[src/lfs_pkg.sv]
/*
 * lfs_pkg: constants, tables and carrier types for the line fault
 * supervisor. Assumes a 200 MHz system clock.
 */
package lfs_pkg;
    // ------------------------------------------------------------
    // timing
    // ------------------------------------------------------------
    localparam int unsigned CLK_PERIOD_PS    = 5000;
    localparam int unsigned SHORT_FILTER_NS  = 10000;
    localparam int unsigned SHORT_FILT_CYC   =
        (SHORT_FILTER_NS * 1000 + CLK_PERIOD_PS - 1) / CLK_PERIOD_PS;
    localparam int unsigned RETRY_DELAY_US   = 100;
    localparam int unsigned RESTART_US       = 1000;
    localparam int unsigned RETRY_N          = 3;
    localparam int unsigned TEMP_FILT_CYC    = 16;
    localparam int unsigned CNT_W            = 20;
    // ------------------------------------------------------------
    // short thresholds, mA: code xor 4 indexes an even ladder
    // ------------------------------------------------------------
    localparam logic [2:0] SHORT_CODE_FLIP   = 3'h4;
    localparam logic [9:0] SHORT_BASE_MA     = 10'h06E;
    localparam logic [9:0] SHORT_STEP_MA     = 10'h014;
    // ------------------------------------------------------------
    // undervoltage thresholds in tenths of a volt, by select code
    // ------------------------------------------------------------
    localparam logic [7:0] UV_TABLE_DV [8] = '{
        8'h96, 8'h8C, 8'h82, 8'h78, 8'h69, 8'h55, 8'h4B, 8'h3C};
    // ------------------------------------------------------------
    // thermal tables, degrees Celsius (plain defaults)
    // ------------------------------------------------------------
    localparam logic [6:0] TRIP_BASE_C       = 7'h3C;
    localparam logic [6:0] TRIP_STEP_C       = 7'h02;
    localparam logic [6:0] HYST_C            = 7'h0A;
    localparam logic [6:0] TEMP_OFFSET_C     = 7'h00;

    typedef struct packed {
        logic [2:0] cq_short_threshold;
        logic [2:0] dio_short_threshold;
        logic       dio_high_side_enable;
        logic       dio_low_side_enable;
        logic       paralleled_output_mode;
        logic       switching_io_mode;
        logic       aux_independent_mode;
        logic [2:0] undervoltage_threshold_sel;
        logic [4:0] thermal_setpoint;
        logic       thermal_release_select;
    } lfs_cfg_t;

    typedef struct packed {
        logic       short_circuit_flag;
        logic       undervoltage_flag;
        logic       overtemp_flag;
        logic [6:0] die_temperature_value;
    } lfs_status_t;

    function automatic logic [9:0] lfs_short_ma(input logic [2:0] code,
                                                input logic       dbl);
        logic [9:0] ma;
        ma = SHORT_BASE_MA
           + SHORT_STEP_MA * {7'h00, code ^ SHORT_CODE_FLIP};
        return dbl ? {ma[8:0], 1'b0} : ma;
    endfunction : lfs_short_ma

    function automatic logic [6:0] lfs_trip_c(input logic [4:0] code);
        return 7'(TRIP_BASE_C + TRIP_STEP_C * {2'h0, code});
    endfunction : lfs_trip_c

    function automatic logic [6:0] lfs_meas_c(input logic [6:0] code);
        return 7'(code + TEMP_OFFSET_C);
    endfunction : lfs_meas_c
endpackage : lfs_pkg

[src/lfs_top.sv]
/*
 * lfs_top: short, undervoltage and thermal supervision for the two
 * line drivers, with one lfs_channel per line.
 * Assumes measurement inputs are synchronous to sys_clk_i and that the
 * host pulses its strobes for one cycle.
 */
// How it works
// - filtered overcurrent switches off that line (both lines when paralleled)
// - protocol mode flags and interrupts at once
// - switching mode retries, then flags, restart timer
// - restart expiry re-drives; cycle repeats forever
// - 3-bit threshold ladder, doubled when paralleled
// - paralleled mode ignores aux threshold and enables
// - supply below selected level sets undervoltage flag
// - undervoltage interrupt when flag differs from reported
// - select code picks 15.0 V down to 6.0 V
// - overtemp flag is filtered comparator output
// - 5-bit setpoint selects trip threshold
// - thermal trip disables outputs, flags, interrupts
// - automatic release lowers threshold by hysteresis
// - die temperature readable as 7-bit Celsius
`timescale 1ns/1ps

module lfs_channel
    import lfs_pkg::*;
#(
    parameter int unsigned RETRY_CYC   = 20000,
    parameter int unsigned RESTART_CYC = 200000
) (
    input  wire logic       sys_clk_i,
    input  wire logic       sys_rst_i,
    input  wire logic       enable_i,
    input  wire logic [9:0] current_i,
    input  wire logic [9:0] thresh_i,
    input  wire logic       no_retry_i,
    input  wire logic       host_restart_i,
    output logic            drive_o,
    output logic            event_o
);
    typedef enum logic [1:0] {CH_DRIVE, CH_RETRY, CH_RESTART} lfs_ch_t;
    lfs_ch_t          state_reg;
    logic [CNT_W-1:0] cnt_reg;
    logic [1:0]       tries_reg;
    logic [CNT_W-1:0] calm_reg;
    logic             over;
    logic             trip;
    logic             last_try;

    assign over     = enable_i && (current_i > thresh_i);
    assign trip     = state_reg == CH_DRIVE && over
                   && cnt_reg == CNT_W'(SHORT_FILT_CYC);
    assign last_try = no_retry_i || tries_reg == 2'(RETRY_N);
    assign event_o  = trip && last_try;
    assign drive_o  = enable_i && state_reg == CH_DRIVE;

    // ------------------------------------------------------------
    // detect, retry, restart sequence
    // ------------------------------------------------------------
    always_ff @(posedge sys_clk_i or posedge sys_rst_i) begin
        if (sys_rst_i) begin
            state_reg <= CH_DRIVE;
            cnt_reg   <= '0;
        end else begin
            case (state_reg)
                CH_DRIVE: begin
                    // any dip below threshold restarts the filter
                    cnt_reg <= over ? cnt_reg + 1'b1 : '0;
                    if (trip) begin
                        cnt_reg   <= '0;
                        state_reg <= last_try ? CH_RESTART
                                              : CH_RETRY;
                    end
                end
                CH_RETRY: begin
                    cnt_reg <= cnt_reg + 1'b1;
                    if (cnt_reg == CNT_W'(RETRY_CYC - 1)) begin
                        cnt_reg   <= '0;
                        state_reg <= CH_DRIVE;
                    end
                end
                default: begin
                    cnt_reg <= cnt_reg + 1'b1;
                    if (host_restart_i ||
                        cnt_reg == CNT_W'(RESTART_CYC - 1)) begin
                        cnt_reg   <= '0;
                        state_reg <= CH_DRIVE;
                    end
                end
            endcase
        end
    end

    always_ff @(posedge sys_clk_i or posedge sys_rst_i) begin
        if (sys_rst_i) begin
            tries_reg <= '0;
        end else if (trip && !last_try) begin
            tries_reg <= tries_reg + 1'b1;
        end else if (state_reg == CH_RESTART ||
                     calm_reg == CNT_W'(SHORT_FILT_CYC)) begin
            tries_reg <= '0;
        end
    end

    // a retry counts as a success only after a full quiet filter
    // window; the first cycles after a re-drive carry no current yet
    always_ff @(posedge sys_clk_i or posedge sys_rst_i) begin
        if (sys_rst_i) begin
            calm_reg <= '0;
        end else if (state_reg != CH_DRIVE || over) begin
            calm_reg <= '0;
        end else if (calm_reg != CNT_W'(SHORT_FILT_CYC)) begin
            calm_reg <= calm_reg + 1'b1;
        end
    end
endmodule : lfs_channel

module lfs_top
    import lfs_pkg::*;
#(
    parameter int unsigned RETRY_CYC   = RETRY_DELAY_US * 1000000
                                         / CLK_PERIOD_PS,
    parameter int unsigned RESTART_CYC = RESTART_US * 1000000
                                         / CLK_PERIOD_PS
) (
    input  wire logic        sys_clk_i,
    input  wire logic        sys_rst_i,
    input  wire lfs_cfg_t    cfg_i,
    input  wire logic        cq_drive_req_i,
    input  wire logic [9:0]  cq_current_ma_i,
    input  wire logic [9:0]  aux_current_ma_i,
    input  wire logic [7:0]  supply_dv_i,
    input  wire logic [6:0]  temp_code_i,
    input  wire logic        valid_msg_i,
    input  wire logic        host_reconfig_i,
    input  wire logic        short_flag_clear_i,
    input  wire logic        spi_exchange_i,
    output lfs_status_t      status_o,
    output logic             cq_drive_en_o,
    output logic             aux_hs_on_o,
    output logic             aux_ls_on_o,
    output logic             short_irq_o,
    output logic             uv_irq_o,
    output logic             ot_irq_o
);
    logic       join_m;
    logic       cq_drive;
    logic       aux_drive;
    logic       cq_event;
    logic       aux_event;
    logic       ot_trip_reg;
    logic       uv_reported_reg;
    logic       ot_raw;
    logic [3:0] ot_filt_reg;
    logic [6:0] trip_c;
    logic [6:0] active_c;
    logic [6:0] temp_c;
    logic [9:0] cq_sum;

    assign join_m = cfg_i.paralleled_output_mode;
    assign cq_sum = join_m ? cq_current_ma_i + aux_current_ma_i
                           : cq_current_ma_i;

    // ------------------------------------------------------------
    // line channels
    // ------------------------------------------------------------
    lfs_channel #(.RETRY_CYC(RETRY_CYC), .RESTART_CYC(RESTART_CYC)) u_cq (
        .sys_clk_i      (sys_clk_i),
        .sys_rst_i      (sys_rst_i),
        .enable_i       (cq_drive_req_i && !ot_trip_reg),
        .current_i      (cq_sum),
        .thresh_i       (lfs_short_ma(cfg_i.cq_short_threshold,
                                      join_m)),
        .no_retry_i     (!cfg_i.switching_io_mode),
        .host_restart_i (valid_msg_i || host_reconfig_i),
        .drive_o        (cq_drive),
        .event_o        (cq_event)
    );

    // joined, the aux high side follows the main line, the low side
    // stays off, and the aux stage's own settings are don't-care
    lfs_channel #(.RETRY_CYC(RETRY_CYC), .RESTART_CYC(RESTART_CYC)) u_aux (
        .sys_clk_i      (sys_clk_i),
        .sys_rst_i      (sys_rst_i),
        .enable_i       (!join_m && !ot_trip_reg &&
                         (cfg_i.dio_high_side_enable ||
                          cfg_i.dio_low_side_enable)),
        .current_i      (aux_current_ma_i),
        .thresh_i       (lfs_short_ma(cfg_i.dio_short_threshold,
                                      1'b0)),
        .no_retry_i     (!cfg_i.aux_independent_mode),
        .host_restart_i (valid_msg_i || host_reconfig_i),
        .drive_o        (aux_drive),
        .event_o        (aux_event)
    );

    always_ff @(posedge sys_clk_i or posedge sys_rst_i) begin
        if (sys_rst_i) begin
            cq_drive_en_o <= 1'b0;
            aux_hs_on_o   <= 1'b0;
            aux_ls_on_o   <= 1'b0;
        end else begin
            cq_drive_en_o <= cq_drive;
            aux_hs_on_o   <= join_m ? cq_drive
                           : aux_drive && cfg_i.dio_high_side_enable;
            aux_ls_on_o   <= join_m ? 1'b0
                           : aux_drive && cfg_i.dio_low_side_enable;
        end
    end

    // ------------------------------------------------------------
    // short flag: a new event beats a clear in the same cycle
    // ------------------------------------------------------------
    always_ff @(posedge sys_clk_i or posedge sys_rst_i) begin
        if (sys_rst_i) begin
            status_o.short_circuit_flag <= 1'b0;
            short_irq_o                 <= 1'b0;
        end else begin
            short_irq_o <= cq_event || aux_event;
            if (cq_event || aux_event) begin
                status_o.short_circuit_flag <= 1'b1;
            end else if (short_flag_clear_i) begin
                status_o.short_circuit_flag <= 1'b0;
            end
        end
    end

    // ------------------------------------------------------------
    // undervoltage
    // ------------------------------------------------------------
    always_ff @(posedge sys_clk_i or posedge sys_rst_i) begin
        if (sys_rst_i) begin
            status_o.undervoltage_flag <= 1'b0;
            uv_reported_reg            <= 1'b0;
        end else begin
            status_o.undervoltage_flag <= supply_dv_i <
                UV_TABLE_DV[cfg_i.undervoltage_threshold_sel];
            if (spi_exchange_i) begin
                uv_reported_reg <= status_o.undervoltage_flag;
            end
        end
    end

    assign uv_irq_o = status_o.undervoltage_flag != uv_reported_reg;

    // ------------------------------------------------------------
    // temperature and thermal trip
    // ------------------------------------------------------------
    assign temp_c   = lfs_meas_c(temp_code_i);
    assign trip_c   = lfs_trip_c(cfg_i.thermal_setpoint);
    assign active_c = (ot_trip_reg && !cfg_i.thermal_release_select)
                    ? trip_c - HYST_C : trip_c;
    // automatic release needs the die strictly below the lowered level
    assign ot_raw   = (ot_trip_reg && !cfg_i.thermal_release_select)
                    ? temp_c >= active_c : temp_c > active_c;

    always_ff @(posedge sys_clk_i or posedge sys_rst_i) begin
        if (sys_rst_i) begin
            status_o.die_temperature_value <= '0;
        end else begin
            status_o.die_temperature_value <= temp_c;
        end
    end

    // flag moves only after the comparator holds a new level for
    // a full filter window, so sensor chatter never reaches it
    always_ff @(posedge sys_clk_i or posedge sys_rst_i) begin
        if (sys_rst_i) begin
            ot_filt_reg            <= '0;
            status_o.overtemp_flag <= 1'b0;
        end else if (ot_raw == status_o.overtemp_flag) begin
            ot_filt_reg <= '0;
        end else if (ot_filt_reg == 4'(TEMP_FILT_CYC - 1)) begin
            ot_filt_reg            <= '0;
            status_o.overtemp_flag <= ot_raw;
        end else begin
            ot_filt_reg <= ot_filt_reg + 1'b1;
        end
    end

    always_ff @(posedge sys_clk_i or posedge sys_rst_i) begin
        if (sys_rst_i) begin
            ot_trip_reg <= 1'b0;
            ot_irq_o    <= 1'b0;
        end else begin
            ot_irq_o <= 1'b0;
            if (status_o.overtemp_flag && !ot_trip_reg) begin
                ot_trip_reg <= 1'b1;
                ot_irq_o    <= 1'b1;
            end else if (ot_trip_reg && !status_o.overtemp_flag &&
                         (!cfg_i.thermal_release_select ||
                          host_reconfig_i)) begin
                ot_trip_reg <= 1'b0;
            end
        end
    end
endmodule : lfs_top

[config.mk]
export PLATFORM = sky130hd
export DESIGN_NAME = lfs_top
export DESIGN_NICKNAME = d
export VERILOG_FILES = /design/src/lfs_pkg.sv /design/src/lfs_top.sv
export SDC_FILE = /design/constraint.sdc
export NUM_CORES = 1
export LEC_CHECK = 0
export BUFFER_PORTS_ARGS = -buffer_cell sky130_fd_sc_hd__buf_4
export CORE_MARGIN = 1
export CORE_UTILIZATION = 60
export DETAILED_ROUTE_END_ITERATION = 8
export GPL_TIMING_DRIVEN = 0
export PLACE_DENSITY = 0.79
export SYNTH_ARGS = -nofsm -noshare
export SYNTH_HDL_FRONTEND = slang
export SYNTH_SLANG_ARGS = --single-unit
export TNS_END_PERCENT = 5
[constraint.sdc]
create_clock -name sys_clk_i -period 4.04 [get_ports sys_clk_i]
set_clock_uncertainty 0.1 [all_clocks]
set_input_delay 0.606 -clock sys_clk_i [delete_from_list [all_inputs] [get_ports sys_clk_i]]
set_output_delay 0.606 -clock sys_clk_i [all_outputs]
set_load 0.02 [all_outputs]
==> impl_metrics.csv <==
group,metric,value,unit
outcome,status,"finished clean",
sta,layout_worst_path_cycle_share,0.918,
synthesis,synth-edff-count,0,
power_and_ir_drop,power-per-cell-area,379,nW/um^2
clock_network,path_clk_slew,70,ps
route,avgViaCountPerCell,5.67,
route,drc,0,
global_routing,grt_use_total,0.254,
critical_path,worstPathRequired,4180,ps
power_and_ir_drop,swShare,0.309,
die,ios,78,
synthesis,syn_area,7020,sq um
power_and_ir_drop,power_frac_comb,0.252,
power_and_ir_drop,seqPwrFrac,0.437,
critical_path,start_kind,"primary input",
cells_and_area,area_delta_synth_final,15.5,%
synthesis,syn_inst,759,
die,core,11400,sq um
sta,rsz0062_at_grt,"false",
die,row_count,39,
synthesis,ys_ff_latch,109,
sta,final-hold-violation-count,0,
place,place_hpwl,11000,um
clock_network,cts_buffers,9,
power_and_ir_drop,power.internal,2.13,mW
critical_path,crit_path_end_kind,"flop",
cells_and_area,postLayoutCellArea,8110,sq um
power_and_ir_drop,p_switching,951,uW
clock_network,root_buffer,"clkbuf_16",
cells_and_area,drive_gt1_frac,0.139,
cells_and_area,diodes,0,
power_and_ir_drop,power.clock.fraction,0.311,
die,dieArea,12100,sq um
global_routing,grt_first_pass_wirelength,24100,um
synthesis,synth_ff_type,"dfrtp_1",
sta,tightest_slew,638,ps
critical_path,cp_slowest_cell,"fa_1",
worst_hold_path,hp-class,"in2async",
critical_path,path_class,"in2reg",
critical_path,regToRegStartpoint,"ot_trip_reg",
critical_path,cp_slowest_stage_delay,420,ps
cells_and_area,nNetsFinal,972,
synthesis,synth_area_per_cell,9.25,sq um
cells_and_area,nFillCells,869,
critical_path,cp_top_family,"compound AO/OA/AOI/OAI gates",
power_and_ir_drop,p_leak,3.78,nW
synthesis,synthArstFlopShare,1.00,
clock_network,clk_path_buf_depth,2,
synthesis,synth_nets,887,
route,antenna_left,0,
clock_network,clock-sinks,109,
place,portBuffers,73,
sta,finalSetupViolations,0,
global_routing,antenna_found_initial,0,
cells_and_area,utilization,0.711,
place,gp_congestion,0.859,
power_and_ir_drop,vdd_ir_drop_max,283,uV
global_routing,grt_overflow,0,
clock_network,clkLatencyLatePin,350,ps
synthesis,yosysUniqueCellTypes,60,
sta,fin_ws,331,ps
global_routing,first_global_vias,5526,
critical_path,crit_start,"cq_current_ma_i[0]",
die,dieHeight,110,um
sta,slew_headroom,0.575,
place,post-place-ws,-374,ps
synthesis,yosys_warnings,0,
place,place_area,7780,sq um
power_and_ir_drop,power.total,3.08,mW
critical_path,path_cells,"buf_4, ha_1, fa_1, a21o_1, a21oi_2, o21ai_0, a31oi_1, xnor2_1, mux2_2, ha_1, nand2_1, o21ai_0, a21oi_1, a21oi_2, nand4b_1, mux2_4",
die,die_x,110,um
sta,max_clock_freq,0.270,GHz
job,maxCapViolations,0,
cells_and_area,multi_input_area,4090,sq um
sta,drv_slew,0,
critical_path,crit_fanout,4,
route,first_pass_iters,6,
clock_network,cts_tree,"yes",
critical_path,reg2reg_slack,900,ps
route,wl,14700,um
cells_and_area,seq_area,2730,sq um
critical_path,cp.arrival,3850,ps
route,vias,5622,
clock_network,htree_levels,3,
sta,tns,0,ps
route,post_drt_wl_per_cell,14.8,um
synthesis,ys_seq_area_frac,0.388,
die,start_util,0.615,
critical_path,critPathBufInv,1,
route,drt_iter0_markers,304,
sta,fin_crit,3710,ps
global_routing,grt_max_degree,61,
-- per-layer routing --
layer,track usage,part of all wire
met1,0.312,0.45
met2,0.453,0.49
met3,0.0494,0.050
met4,0.0780,0.012
met5,0,0
-- area by class of cell --
cell class | count | share of cell area
Inverter | 33 | 0.0156
Clock inverter | 5 | 0.0100
Clock buffer | 11 | 0.0299
Timing Repair Buffer | 74 | 0.0709
Buffer | 22 | 0.0114
Sequential cell | 109 | 0.336
Tap cell | 143 | 0.0221
Multi-Input combinational cell | 595 | 0.504
-- cells by family (layout without fill, tap and decap cells) --
family,Yosys count,count (layout),share of synthesized area
DFF,109,109,0.388
buffers and inverters,55,145,0.0305
and+or+nand+nor,326,326,0.231
adders and majority gates,66,66,0.119
muxes,18,18,0.0281
AOI/OAI and AO/OA,84,84,0.0771
xor gates and xnor gates,101,101,0.126
-- metrics by stage --
| stage | instances | hold slack, ps |
|---|---|---|
| 2_1_floorplan | 759 | 352 |
| 3_3_place_gp | 975 | 366 |
| 3_5_place_dp | 976 | 395 |
| 4_1_cts | 992 | 262 |
| 5_1_grt | 992 | 261 |
| 6_report | 992 | 246 |
-- synthesized netlist by cell type (10+ instances only) --
cell type  instances  area [sq um]
inv_1             33           124
dfrtp_1          109          2730
nor2_1           124           465
nand3_1           35           175
ha_1              65           813
a21oi_1           24           120
xnor2_1           44           385
mux2_2            10           113
xor2_1            57           499
and3_1            17           106
nand4_1           23           144
nand2_1           50           188
clkbuf_1          16          60.1
nor3_1            15          75.1
o21ai_0           20           100
-- layout by cell type (no fill, tap or decap), types with 4 or more instances in the layout --
cell,Yosys,final
a21oi_1,24,22
nor3b_1,4,4
a21o_1,5,5
clkbuf_1,16,15
nor2_1,124,124
mux2i_1,7,7
and2_1,4,4
clkbuf_16,0,9
nand4_1,23,23
nand2b_1,7,7
and4_1,5,5
nor4_1,7,7
nand3_1,35,35
nand4b_1,6,6
nor2b_1,7,7
nor3_1,15,15
mux2_2,10,10
ha_1,65,65
o21bai_1,4,4
nand2_1,50,50
buf_4,0,73
xnor2_1,44,44
o21ai_0,20,20
buf_2,6,6
dfrtp_1,109,109
and3_1,17,17
inv_1,33,32
xor2_1,57,57
a31oi_1,4,4
-- final timing paths --
kind / endpoint / depth (start not counted)
max reg2reg: ot_filt_reg[0] / 12
min in group sys_clk_i: status_o[1] / 1
min reg2reg: u_cq.tries_reg[0] / 1
max: u_cq.tries_reg[1] / 16
min: u_cq.calm_reg[16] / 2
max in group asynchronous: u_aux.cnt_reg[7] / 3
-- repair_timing --
item | 4_1_cts | 5_1_grt
buffers inserted | 0 | 0
setup endpoints to repair | 8 | 33
hold buffers | 0 | 0
resized for setup | 1 | 4
-- worst reg2reg max path, cell delays in order, from the launching register on --
cell and delay, ps:
dfrtp_1 520, nand2b_1 240, o21bai_1 270, o211ai_1 200, o21ai_0 140, xnor2_1 150
ha_1 290, nand4_1 100, nor3b_1 60, or3_1 310, o21ai_0 260, xor2_1 300
nor3b_1 90
-- power by group through the flow --
stage          Combinational (mW)  Clock (mW)  Sequential [mW]
2_1_floorplan               0.540           0             1.34
3_3_place_gp                0.717           0             1.35
3_5_place_dp                0.773           0             1.36
4_1_cts                     0.779       0.973             1.34
5_1_grt                     0.882        1.01             1.36
6_report                    0.775       0.957             1.34
Note: power is estimated with default switching activity, not from simulation.
